$ cat config.mk
export PLATFORM = sky130hd
export DESIGN_NAME = dwssp_serial_port
export DESIGN_NICKNAME = d
export VERILOG_FILES = /design/src/dwssp_pkg.sv /design/src/dwssp_pin_sync.sv /design/src/dwssp_serial_port.sv
export SDC_FILE = /design/constraint.sdc
export NUM_CORES = 1
export LEC_CHECK = 0
export BUFFER_PORTS_ARGS = -buffer_cell sky130_fd_sc_hd__buf_4
export CORE_MARGIN = 2
export CORE_UTILIZATION = 30
export DETAILED_ROUTE_END_ITERATION = 16
export PLACE_DENSITY = 0.55
export SETUP_SLACK_MARGIN = 0.4
export SLEW_MARGIN = 20
export SYNTH_ARGS = -nofsm -noshare
export SYNTH_HDL_FRONTEND = slang
export SYNTH_SLANG_ARGS = --single-unit
$ cat constraint.sdc
create_clock -name ref_clk -period 2.1 [get_ports ref_clk]
set_clock_uncertainty 0.15 [all_clocks]
set_input_delay 0.105 -clock ref_clk [delete_from_list [all_inputs] [get_ports ref_clk]]
set_output_delay 0.105 -clock ref_clk [all_outputs]
set_load 0.005 [all_outputs]
$ cat src/dwssp_pkg.sv
// constants and types shared by the dual wiper serial shift port
`default_nettype none

package dwssp_pkg;

   // --------------------------------------------------------------
   // shift register layout
   // --------------------------------------------------------------
   localparam int          SHIFT_W      = 17;     // whole serial word
   localparam int          WIPER_W      = 8;      // one wiper setting
   localparam int          STACK_POS    = 16;     // sits at the cascade end, leaves first
   localparam int          POT1_MSB     = 15;     // potentiometer one, msb first on the wire
   localparam int          POT1_LSB     = 8;
   localparam int          POT0_MSB     = 7;      // potentiometer zero, sent last
   localparam int          POT0_LSB     = 0;

   // --------------------------------------------------------------
   // power-up values
   // --------------------------------------------------------------
   localparam logic [7:0]  WIPER_RESET  = 8'h80;  // mid-scale, msb only
   localparam logic        STACK_RESET  = 1'h0;   // stacked output follows wiper zero
   localparam logic [16:0] SHIFT_RESET  = {STACK_RESET, WIPER_RESET, WIPER_RESET};

   // --------------------------------------------------------------
   // bit counter for word alignment status
   // --------------------------------------------------------------
   localparam int          BIT_CNT_W    = 5;
   localparam logic [4:0]  BIT_CNT_ZERO = 5'h00;
   localparam logic [4:0]  BIT_CNT_LAST = 5'h10;  // seventeenth bit of a word
   localparam logic [4:0]  BIT_CNT_ONE  = 5'h01;

   // --------------------------------------------------------------
   // pin sampling
   // --------------------------------------------------------------
   localparam int          SYNC_STAGES  = 3;      // flops on each pin input
   localparam int          NUM_PINS     = 3;
   localparam int          PIN_SEL      = 0;      // port_select
   localparam int          PIN_SCLK     = 1;      // serial clock
   localparam int          PIN_SDI      = 2;      // serial data in

   // --------------------------------------------------------------
   // timing
   // --------------------------------------------------------------
   localparam int          CLK_PERIOD_NS   = 8;   // ref_clk at 125 MHz
   localparam int          CHAIN_DELAY_NS  = 50;  // longest clock edge to cascade bit
   // longest time: rounds down, at least one cycle
   localparam int          CHAIN_DELAY_CYC = (CHAIN_DELAY_NS / CLK_PERIOD_NS) < 1 ? 1 :
                                             (CHAIN_DELAY_NS / CLK_PERIOD_NS);

   // --------------------------------------------------------------
   // port state
   // --------------------------------------------------------------
   typedef enum logic [0:0] {
      ST_IDLE,                                    // deselected, register frozen
      ST_SHIFT                                    // selected, shifting on clock rises
   } dwssp_state_e;

endpackage

`default_nettype wire

$ cat src/dwssp_pin_sync.sv
// three-flop pin synchroniser with agreement filter and edge pulses
`default_nettype none

module dwssp_pin_sync (
   // clocking
   input  wire logic ref_clk,
   input  wire logic srst,
   input  wire logic ce,
   // pin from outside the clock domain
   input  wire logic pin_async,
   // filtered level and its edges
   output logic      level_q,
   output logic      rise_q,
   output logic      fall_q
);

   // --------------------------------------------------------------
   // storage
   // --------------------------------------------------------------
   logic [dwssp_pkg::SYNC_STAGES-1:0] stage_q;   // stage 0 is read only by stage 1
   logic [dwssp_pkg::SYNC_STAGES-1:0] stage_d;
   logic                              level_d;
   logic                              rise_d;
   logic                              fall_d;
   logic                              agree;     // last two stages match

   // next values: a change counts once stages two and three agree,
   // which rejects a single-cycle glitch on the pin
   always_comb begin
      stage_d = {stage_q[dwssp_pkg::SYNC_STAGES-2:0], pin_async};
      agree   = (stage_q[1] == stage_q[2]);
      level_d = agree ? stage_q[2] : level_q;
      rise_d  = agree & stage_q[2] & ~level_q;
      fall_d  = agree & ~stage_q[2] & level_q;
   end

   // registers; clock enable low freezes everything
   always_ff @(posedge ref_clk) begin
      if (srst) begin
         stage_q <= '0;
         level_q <= 1'b0;
         rise_q  <= 1'b0;
         fall_q  <= 1'b0;
      end else if (ce) begin
         stage_q <= stage_d;
         level_q <= level_d;
         rise_q  <= rise_d;
         fall_q  <= fall_d;
      end
   end

endmodule

`default_nettype wire

$ cat src/dwssp_serial_port.sv
// dual wiper serial shift port: select, serial clock and data into a 17-bit word
`default_nettype none

// Summary of operation
// - port ignores clock and data when deselected
// - sample data on each serial clock rise
// - seventeen-bit register: two wipers plus stack
// - position zero holds the stack select
// - positions one to eight: wiper one
// - positions nine to sixteen: wiper zero
// - select fall copies register into wipers
// - power-up puts both wipers at mid-scale
// - stack bit picks stacked output wiper
// - cascade bit appears within fifty nanoseconds
// - stack select bit leaves first
// - cascade output always driven
// - looped chain restores register after seventeen clocks

module dwssp_serial_port (
   // clocking
   input  wire logic       ref_clk,
   input  wire logic       srst,
   input  wire logic       ce,
   // three-wire serial pins
   input  wire logic       port_select,
   input  wire logic       serial_clk,
   input  wire logic       serial_data_in,
   // cascade pin
   output logic            chain_data_out,
   // applied wiper settings
   output logic [7:0]      wiper_zero_terminal,
   output logic [7:0]      wiper_one_terminal,
   output logic [7:0]      stacked_wiper_out,
   output logic            stack_select_q,
   // status
   output logic            port_active_q,
   output logic            word_aligned_q
);

   // --------------------------------------------------------------
   // pin sampling
   // --------------------------------------------------------------
   logic [dwssp_pkg::NUM_PINS-1:0] pin_raw;      // pins gathered for the loop
   logic [dwssp_pkg::NUM_PINS-1:0] pin_level;    // filtered levels
   logic [dwssp_pkg::NUM_PINS-1:0] pin_rise;     // one-cycle rise pulses
   logic [dwssp_pkg::NUM_PINS-1:0] pin_fall;     // one-cycle fall pulses

   assign pin_raw[dwssp_pkg::PIN_SEL]  = port_select;
   assign pin_raw[dwssp_pkg::PIN_SCLK] = serial_clk;
   assign pin_raw[dwssp_pkg::PIN_SDI]  = serial_data_in;

   // one synchroniser per pin; data shares the clock's latency so the
   // controller's setup before its clock edge carries over unchanged
   for (genvar gi = 0; gi < dwssp_pkg::NUM_PINS; gi++) begin : g_sync
      dwssp_pin_sync u_sync (
         .ref_clk   (ref_clk),
         .srst      (srst),
         .ce        (ce),
         .pin_async (pin_raw[gi]),
         .level_q   (pin_level[gi]),
         .rise_q    (pin_rise[gi]),
         .fall_q    (pin_fall[gi])
      );
   end

   // --------------------------------------------------------------
   // decoded pin events
   // --------------------------------------------------------------
   logic sel_rise;                               // select went high
   logic sel_fall;                               // select went low
   logic sclk_rise;                              // serial clock rose
   logic sdi_level;                              // data as seen at that rise

   assign sel_rise  = pin_rise[dwssp_pkg::PIN_SEL];
   assign sel_fall  = pin_fall[dwssp_pkg::PIN_SEL];
   assign sclk_rise = pin_rise[dwssp_pkg::PIN_SCLK];
   assign sdi_level = pin_level[dwssp_pkg::PIN_SDI];

   // --------------------------------------------------------------
   // state
   // --------------------------------------------------------------
   dwssp_pkg::dwssp_state_e state_q;             // idle or shifting
   dwssp_pkg::dwssp_state_e state_d;
   logic [16:0]             shift_q;             // the serial word
   logic [16:0]             shift_d;
   logic [7:0]              wiper0_q;            // applied wiper zero
   logic [7:0]              wiper0_d;
   logic [7:0]              wiper1_q;            // applied wiper one
   logic [7:0]              wiper1_d;
   logic                    stack_q;             // applied stack select
   logic                    stack_d;
   logic [7:0]              stacked_q;           // mux result, registered
   logic [7:0]              stacked_d;
   logic [4:0]              bit_cnt_q;           // bits shifted modulo seventeen
   logic [4:0]              bit_cnt_d;
   logic                    aligned_d;
   logic                    active_d;
   logic                    do_shift;            // shift in this cycle

   // --------------------------------------------------------------
   // port control
   // --------------------------------------------------------------

   // the port only follows the clock while select is high; a select
   // fall while idle cannot occur, so loads come only from ST_SHIFT
   always_comb begin
      state_d  = state_q;
      do_shift = 1'b0;
      unique case (state_q)
         dwssp_pkg::ST_IDLE: begin
            if (sel_rise) begin
               state_d = dwssp_pkg::ST_SHIFT;
            end
         end
         dwssp_pkg::ST_SHIFT: begin
            if (sel_fall) begin
               state_d = dwssp_pkg::ST_IDLE;
            end else begin
               do_shift = sclk_rise;
            end
         end
      endcase
   end

   // --------------------------------------------------------------
   // shift register and applied settings
   // --------------------------------------------------------------

   // new data enters at position zero of the vector and walks toward
   // the cascade end; the first bit sent ends up at the top after a
   // full word, so bit 16 of the vector carries the stack select
   always_comb begin
      shift_d   = shift_q;
      wiper0_d  = wiper0_q;
      wiper1_d  = wiper1_q;
      stack_d   = stack_q;
      bit_cnt_d = bit_cnt_q;
      if (do_shift) begin
         shift_d = {shift_q[dwssp_pkg::SHIFT_W-2:0], sdi_level};
         // count bits so software can see whether a whole word went in
         if (bit_cnt_q == dwssp_pkg::BIT_CNT_LAST) begin
            bit_cnt_d = dwssp_pkg::BIT_CNT_ZERO;
         end else begin
            bit_cnt_d = bit_cnt_q + dwssp_pkg::BIT_CNT_ONE;
         end
      end
      if (state_q == dwssp_pkg::ST_IDLE) begin
         shift_d = shift_q;
      end
      if ((state_q == dwssp_pkg::ST_SHIFT) && sel_fall) begin
         stack_d   = shift_q[dwssp_pkg::STACK_POS];
         wiper1_d  = shift_q[dwssp_pkg::POT1_MSB:dwssp_pkg::POT1_LSB];
         wiper0_d  = shift_q[dwssp_pkg::POT0_MSB:dwssp_pkg::POT0_LSB];
         // a new transaction counts its own bits from zero
         bit_cnt_d = dwssp_pkg::BIT_CNT_ZERO;
      end
      stacked_d = stack_d ? wiper1_d : wiper0_d;
      aligned_d = (bit_cnt_d == dwssp_pkg::BIT_CNT_ZERO);
      active_d  = (state_d == dwssp_pkg::ST_SHIFT);
   end

   // registers; srst stands for power-up, there is no other reset
   always_ff @(posedge ref_clk) begin
      if (srst) begin
         state_q        <= dwssp_pkg::ST_IDLE;
         shift_q        <= dwssp_pkg::SHIFT_RESET;
         wiper0_q       <= dwssp_pkg::WIPER_RESET;
         wiper1_q       <= dwssp_pkg::WIPER_RESET;
         stack_q        <= dwssp_pkg::STACK_RESET;
         stacked_q      <= dwssp_pkg::WIPER_RESET;
         bit_cnt_q      <= dwssp_pkg::BIT_CNT_ZERO;
         word_aligned_q <= 1'b1;
         port_active_q  <= 1'b0;
      end else if (ce) begin
         state_q        <= state_d;
         shift_q        <= shift_d;
         wiper0_q       <= wiper0_d;
         wiper1_q       <= wiper1_d;
         stack_q        <= stack_d;
         stacked_q      <= stacked_d;
         bit_cnt_q      <= bit_cnt_d;
         word_aligned_q <= aligned_d;
         port_active_q  <= active_d;
      end
   end

   // --------------------------------------------------------------
   // outputs
   // --------------------------------------------------------------

   // the cascade bit is the top flop of the word itself: it shows the
   // stack select before the first clock and is never tristated, so a
   // looped chain rotates the word back into place after a full count.
   // pin to cascade takes five ref_clk cycles, inside CHAIN_DELAY_CYC.
   // cascade bit timing
   assign chain_data_out      = shift_q[dwssp_pkg::STACK_POS];
   assign wiper_zero_terminal = wiper0_q;
   assign wiper_one_terminal  = wiper1_q;
   assign stacked_wiper_out   = stacked_q;
   assign stack_select_q      = stack_q;

endmodule

`default_nettype wire

==> results of run 1 <==
[cell usage in the layout, fill, tap and decap left out, types with 2 or more instances in the layout]
cell type      synthesis  routed
dlygate4sd3_1          0       4
nand2_2                1       2
o21ai_1                4       4
nand2_1               80      79
buf_4                  4      47
o21ai_0                4       4
or4_1                  2       2
and3_1                 2       2
xnor2_1                2       2
dfxtp_1               64      57
nand4_1                2       2
buf_6                  0       2
mux2i_1               26      25
nand3b_1               7       7
bufinv_16              0       2
clkinvlp_4             0       2
inv_1                  9       7
dfxtp_4                0       3
clkbuf_8               0      10
ha_1                   5       3
nor2b_1                7       7
nand3_1                6       6
inv_2                  0       2
a211oi_1               7       7
nor2_1                23      23
a21oi_1               50      50
dfxtp_2                0       4
[kinds of logic (layout without fill, tap and decap cells)]
family                   Yosys count  in the layout  synth area share
AO/OA/AOI/OAI                     74             74             0.150
XOR/XNOR                           2              2           0.00629
adder cells (fa/ha/maj)            5              5            0.0225
buffers and inverters             32             78            0.0530
flip-flops                        64             64             0.460
multiplexers                      26             26            0.0934
AND/OR/NAND/NOR                  136            136             0.216
[cell type report]
class / count / area share
multi-input cells: 243 / 0.397
repair buffers: 53 / 0.119
clock inverters: 5 / 0.0229
well taps: 111 / 0.0398
clock buffers: 11 / 0.0405
inverters: 9 / 0.00967
flip-flops and latches: 64 / 0.372
[worst reg2reg max path, stage by stage, from the launching register on]
cell and delay [ns]:
dfxtp_4 0.35, buf_6 0.08, and3b_2 0.24, nand4_1 0.17, or4_1 0.52, o21ai_1 0.08
[worst min path at each step]
stage / to / cells after the start / startpoint
final: state_q$_SDFFE_PP0P_ / 2 / srst
after floorplan: g_sync[0].u_sync.stage_q[0]$_SDFFE_PP0P_ / 2 / port_select
after global placement: g_sync[1].u_sync.stage_q[0]$_SDFFE_PP0P_ / 3 / serial_clk
after CTS: g_sync[1].u_sync.stage_q[1]$_SDFFE_PP0P_ / 2 / srst
after detailed placement: g_sync[0].u_sync.stage_q[0]$_SDFFE_PP0P_ / 3 / port_select
after global routing: stacked_wiper_out[0]$_SDFFE_PP0P_ / 2 / srst
[metal layers]
metal,vias up,part of all wire,routed length (um)
li1,1229,-,-
met5,-,0,0
met4,0,0.019,125
met2,52,0.43,2810
met1,1101,0.50,3290
met3,11,0.046,299
[what timing repair did]
action,4_1_cts,5_1_grt
hold buffers,4,0
setup buffers,2,4
resized for setup,5,16
pin swaps,0,7
gates cloned,0,0
endpoints found under the hold margin,8,0
setup endpoints to repair,8,8
[power breakdown]
| part | internal, mW | leakage [nW] | total [mW] | switching (mW) |
|---|---|---|---|---|
| logic | 0.0319 | 0.747 | 0.0794 | 0.0475 |
| clock network | 0.699 | 0.106 | 1.18 | 0.483 |
| registers | 1.22 | 0.521 | 1.22 | 0.00556 |
[state kept, by name, summed over array words and instances, names as in the netlist]
name and flops:
bit_cnt_q 5, g_sync.u_sync.fall_q 1, g_sync.u_sync.level_q 3, g_sync.u_sync.rise_q 2, g_sync.u_sync.stage_q 9, shift_q 17
stack_select_q 1, stacked_wiper_out 8, state_q 1, wiper_one_terminal 8, wiper_zero_terminal 8, word_aligned_q 1
[per-stage QoR]
| step | area, sq um | std cells | worst slack, ns | hold WS, ns | total power, mW |
|---|---|---|---|---|---|
| floorplan | 2790 | 339 | 0.441 | 0.102 | 1.31 |
| global placement | 3130 | 470 | 0.346 | 0.194 | 1.33 |
| detailed placement | 3130 | 470 | 0.323 | 0.197 | 1.33 |
| CTS | 3420 | 492 | 0.425 | 0.121 | 2.51 |
| global route | 3490 | 496 | 0.381 | 0.142 | 2.59 |
| finish | 3490 | 496 | 0.451 | 0.120 | 2.48 |
==> impl_results.md, run 1 <==
* Io pins at 34
* Area of the multi-input gates at 1390 sq um
* N_diodes at 0
* Row cnt at 35
* Final nets at 391
* Fin crit period at 1.65 ns
* Mean Syn Cell Area at 8.22 sq um
* Initial antenna violation count at 0
* Crit path cell chain: buf_6 > and3b_2 > nand4_1 > or4_1 > o21ai_1
* Total GRT Usage at 0.136
* Bufs and invs on worst path at 1
* CP Capture Type: flop
* DP Wirelength at 4.15 mm
* Cells after Synth at 339
* Drc violations at 0
* R2R depth at 5
* Total CTS buffers at 9
* Register area at 1300 sq um
* Met2 Use GR at 0.202
* Initial core utilization at 0.306
* GRT met3 Usage at 0.0425
* Die width at 100 um
* Leakage power at 1.37 nW
* Sink Count at 64
* Post-synth top area cell: dfxtp_1
* Drt initial violations at 178
* Ys Warns at 0
* Register clock-pin slew on the reported worst setup and hold paths at 0.07 ns
* Clock Path Buffers at 2
* HP Class: input port to flop
* FMAX at 606 MHz
* Top-count cell post-synth: nand2_1
* Worst-Margin Slew at 0.672 ns
* Count of filler cells inserted in the layout at 934
* Max FO, Critical Path at 6
* Max-Cap Viols at 0
* GP Congestion at 0.744
* Setup Viol. Count Final at 0
* Clock Root Buffer: clkbuf_8
* Die extent in y at 100 um
* Largest net degree at the start of global routing at 66
* Worst setup path startpoint: state_q$_SDFFE_PP0P_
* Core ar. at 9110 sq um
* Share of layout cells above drive strength 1 at 0.213
* Area Overhead vs Synth at 25.3%
* Synth top area share at 0.460
* Status: finished clean
* Vias in the first global route at 2162
* Wire per inst at 13.2 um
* Detailed-route vias per instance at 4.82
* Power Density at 711 nW/um^2
* Cell Area, Synth at 2790 sq um
* Final period util at 0.785
* Synthesized netlist net count at 350
* FF+latch count, synth at 64
* Peak supply drop at 0.000322 V
* Setup_tns at 0 ns
* Setup crit end: bit_cnt_q[4]$_SDFFE_PP0P_
* Met1 usage at 0.185
* First-pass GRT wire length at 10.7 mm
* Post-synth EDFFs at 0
* Area contributors post-synth: dfxtp_1 (46%), nand2_1 (11%), mux2i_1 (9.3%)
* Max-slew violation count at 0
* TritonCTS clock tree: yes
* Die area at 10100 sq um
* Origin of the critical flop-to-flop path: state_q$_SDFFE_PP0P_
* Worst EP required at 2.24 ns
* Async set-reset flop share out of synthesis at 0
* Worst r2r dst: bit_cnt_q[4]$_SDFFE_PP0P_
* Routed WL at 6.53 mm
* 1st-pass router iterations at 4
* Unrepaired setup endpoints after global routing: true
* Vias at 2393
* Worst reg-to-reg setup slack at 0.45 ns
* Sequential share of the synthesized area at 0.460
* Delay of the slowest critical-path stage at 0.52 ns
* Overflow after GRT at 0
* Final hold vios at 0
* Crit path DAT at 1.79 ns
* WS Path Type: flop to flop
* Core Util, Final at 0.383
* Cell depth of the worst setup path at 5
* GR peak layer: met2
* Synth cell count leaders: nand2_1 (80), dfxtp_1 (64), a21oi_1 (50)
* H-Tree Depth at 3
* Rel. slew slack at 0.552
* Worst Setup Start Kind: flop
* Antenna Nets Post-Route at 0
* Netlist cell types at 35
* Ys flop type: dfxtp_1
* Cell family with most CP delay: simple AND/OR/NAND/NOR gates
* Worst-Skew Late Latency at 0.34 ns
* Slowest CP cell: or4_1
* IO buf count at 33
(Power assumes the default switching activity.)
==> run 2, diff against run 1 <==
==> constraint.sdc (replaced) <==
create_clock -name ref_clk -period 1.7 [get_ports ref_clk]
set_clock_uncertainty 0.15 [all_clocks]
set_input_delay 0.085 -clock ref_clk [delete_from_list [all_inputs] [get_ports ref_clk]]
set_output_delay 0.085 -clock ref_clk [all_outputs]
set_load 0.005 [all_outputs]
==> run 2 against run 1 <==
Against the previous run: the flow now finishes with violations (hold timing); critical path type unchanged; register-to-register slack got worse by 0.29 ns; utilization grew 2.3 points; critical path depth did not move; total power is 17% higher; combinational power is 39% higher; first-iteration DRC count shrank 26%.
==> impl_results.md, run 2 (synthesis gave the netlist of run 1 again) <==
* Drc violations at 0
* Commonest cells after routing, fill and taps aside: nand2_1 (79), buf_4 (58), dfxtp_1 (55), a21oi_1 (46), mux2i_1 (24)
* Io pins at 34
* Peak supply drop at 0.000393 V
* TritonCTS clock tree: yes
* Crit path DAT at 1.66 ns
* Sequential power share at 0.517
* Violated checks: hold timing
* Leakage power at 1.48 nW
* GP Congestion at 0.787
* Initial antenna violation count at 0
* WS Path Type: flop to flop
* DP Wirelength at 4.24 mm
* Vias at 2501
* Register with the most flip-flops: shift_q
* Worst reg-to-reg setup slack at 0.16 ns
* Power Density at 789 nW/um^2
* Clock power frac at 0.446
* Final hold vios at 5
* Origin of the critical flop-to-flop path: g_sync[0].u_sync.fall_q$_SDFFE_PP0P_
* Clock Path Buffers at 2
* Row cnt at 35
* Final nets at 407
* Worst EP required at 1.82 ns
* Vias in the first global route at 2333
* Clock Root Buffer: clkbuf_8
* Hold Path Sink: g_sync[0].u_sync.fall_q$_SDFFE_PP0P_
* Max FO, Critical Path at 4
* Unrepaired setup endpoints after global routing: true
* Hold Crit Start: ce
* Status: finished, violations left
* First-pass GRT wire length at 11.3 mm
* Worst Setup Start Kind: flop
* H-Tree Depth at 3
* Hold depth at 3
* Worst-Margin Slew at 0.363 ns
* FMAX at 649 MHz
* Hold Worst Slack at -0.0498 ns
* Combinational power share at 0.038
* Setup_tns at 0 ns
* Area Overhead vs Synth at 32.8%
* Final period util at 0.907
* IO buf count at 33
* N_diodes at 0
* Die extent in y at 100 um
* Net Sw Frac at 0.227
* Placed cell count at 472
* P_sw at 0.663 mW
* Max-Cap Viols at 0
* Die width at 100 um
* Largest net degree at the start of global routing at 35
* Drt initial violations at 131
* 1st-pass router iterations at 4
* Fin cells at 511
* Core ar. at 9110 sq um
* Rel. slew slack at 0.758
* Largest regs: shift_q (17), g_sync.u_sync.stage_q (9)
* Wire per inst at 13.8 um
* Die area at 10100 sq um
* Worst-Skew Late Latency at 0.34 ns
* Count of filler cells inserted in the layout at 919
* Worst r2r dst: bit_cnt_q[0]$_SDFFE_PP0P_
* Initial core utilization at 0.306
* Overflow after GRT at 0
* Power Internal at 2.26 mW
* Sink Count at 64
* Antenna Nets Post-Route at 0
* CP Capture Type: flop
* Detailed-route vias per instance at 4.89
* R2R depth at 5
* Max-slew violation count at 0
* Most common cell after layout, fill and taps aside: nand2_1
* Register clock-pin slew on the reported worst setup and hold paths at 0.07 ns
* Setup Viol. Count Final at 0
* Total GRT Usage at 0.144
* Total CTS buffers at 9
* HP Class: input port to flop
* Share of layout cells above drive strength 1 at 0.273
* Max reg flops at 17
* Fin crit period at 1.54 ns
* Routed WL at 7.06 mm
run 2: cell types whose count changed in the layout (fill, tap and decap cells not counted), sizes merged:
cell         before  now
buf              49   62
bufinv            2    1
clkbuf           11   10
dlygate4sd3       4    7
inv               9   10
run 2: how the worst max path moves through the flow:
stage	cells after the start	slack, ns	startpoint	endpoint
6_report	5	0.16	g_sync[0].u_sync.fall_q$_SDFFE_PP0P_	bit_cnt_q[0]$_SDFFE_PP0P_
5_1_grt	5	0.10	g_sync[0].u_sync.fall_q$_SDFFE_PP0P_	stacked_wiper_out[0]$_SDFFE_PP0P_
4_1_cts	5	0.17	g_sync[0].u_sync.fall_q$_SDFFE_PP0P_	bit_cnt_q[0]$_SDFFE_PP0P_
3_5_place_dp	6	0.05	bit_cnt_q[1]$_SDFFE_PP0P_	bit_cnt_q[0]$_SDFFE_PP0P_
3_3_place_gp	6	0.07	bit_cnt_q[1]$_SDFFE_PP0P_	bit_cnt_q[0]$_SDFFE_PP0P_
2_1_floorplan	6	0.10	bit_cnt_q[0]$_SDFFE_PP0P_	bit_cnt_q[0]$_SDFFE_PP0P_
run 2: power groups by stage:
stage	Combinational [mW]	Sequential, mW	Clock [mW]
after floorplan	0.0689	1.55	0
after global placement	0.0931	1.55	0
after global routing	0.120	1.51	1.42
final	0.110	1.51	1.30
after CTS	0.109	1.51	1.34
after detailed placement	0.0941	1.55	0
run 2: cell type report:
type                            count  area, sq um  share of cell area
Multi-Input combinational cell    243         1460               0.396
Sequential cell                    64         1310               0.353
Timing Repair Buffer               69          563               0.152
Tap cell                          111          139              0.0375
Clock buffer                       10          138              0.0372
Clock inverter                      5         56.3              0.0152
Inverter                            9         36.3             0.00980
run 2: per-layer routing:
layer	track usage	part of all wire	vias to the layer above
met5	0	0	-
met4	0.0664	0.011	0
met3	0.0348	0.051	5
met2	0.213	0.46	56
met1	0.197	0.47	1178
li1	-	-	1262
run 2: stage by stage:
stage                     worst slack (ns)  instance area, sq um  total power, mW   util
final                                0.159                  3700             2.92  0.406
after CTS                            0.174                  3550             2.95  0.390
after global placement              0.0694                  3190             1.64  0.351
after floorplan                      0.104                  2860             1.62      -
after global routing                 0.104                  3700             3.04  0.406
after detailed placement            0.0501                  3190             1.64  0.351
run 2: repair_timing:
| action | CTS | global route |
|---|---|---|
| setup endpoints to repair | 50 | 49 |
| gates resized for setup | 17 | 14 |
| pin swaps | 8 | 4 |
| hold buffers | 6 | 1 |
| hold endpoints to repair | 9 | 6 |
| buffers inserted | 7 | 10 |
run 2: critical path, stage by stage, from the launching register on:
cell and delay, ns:
dfxtp_4 0.36, and3b_2 0.30, buf_6 0.12, nand2_4 0.05, or3_1 0.38, a21oi_2 0.11
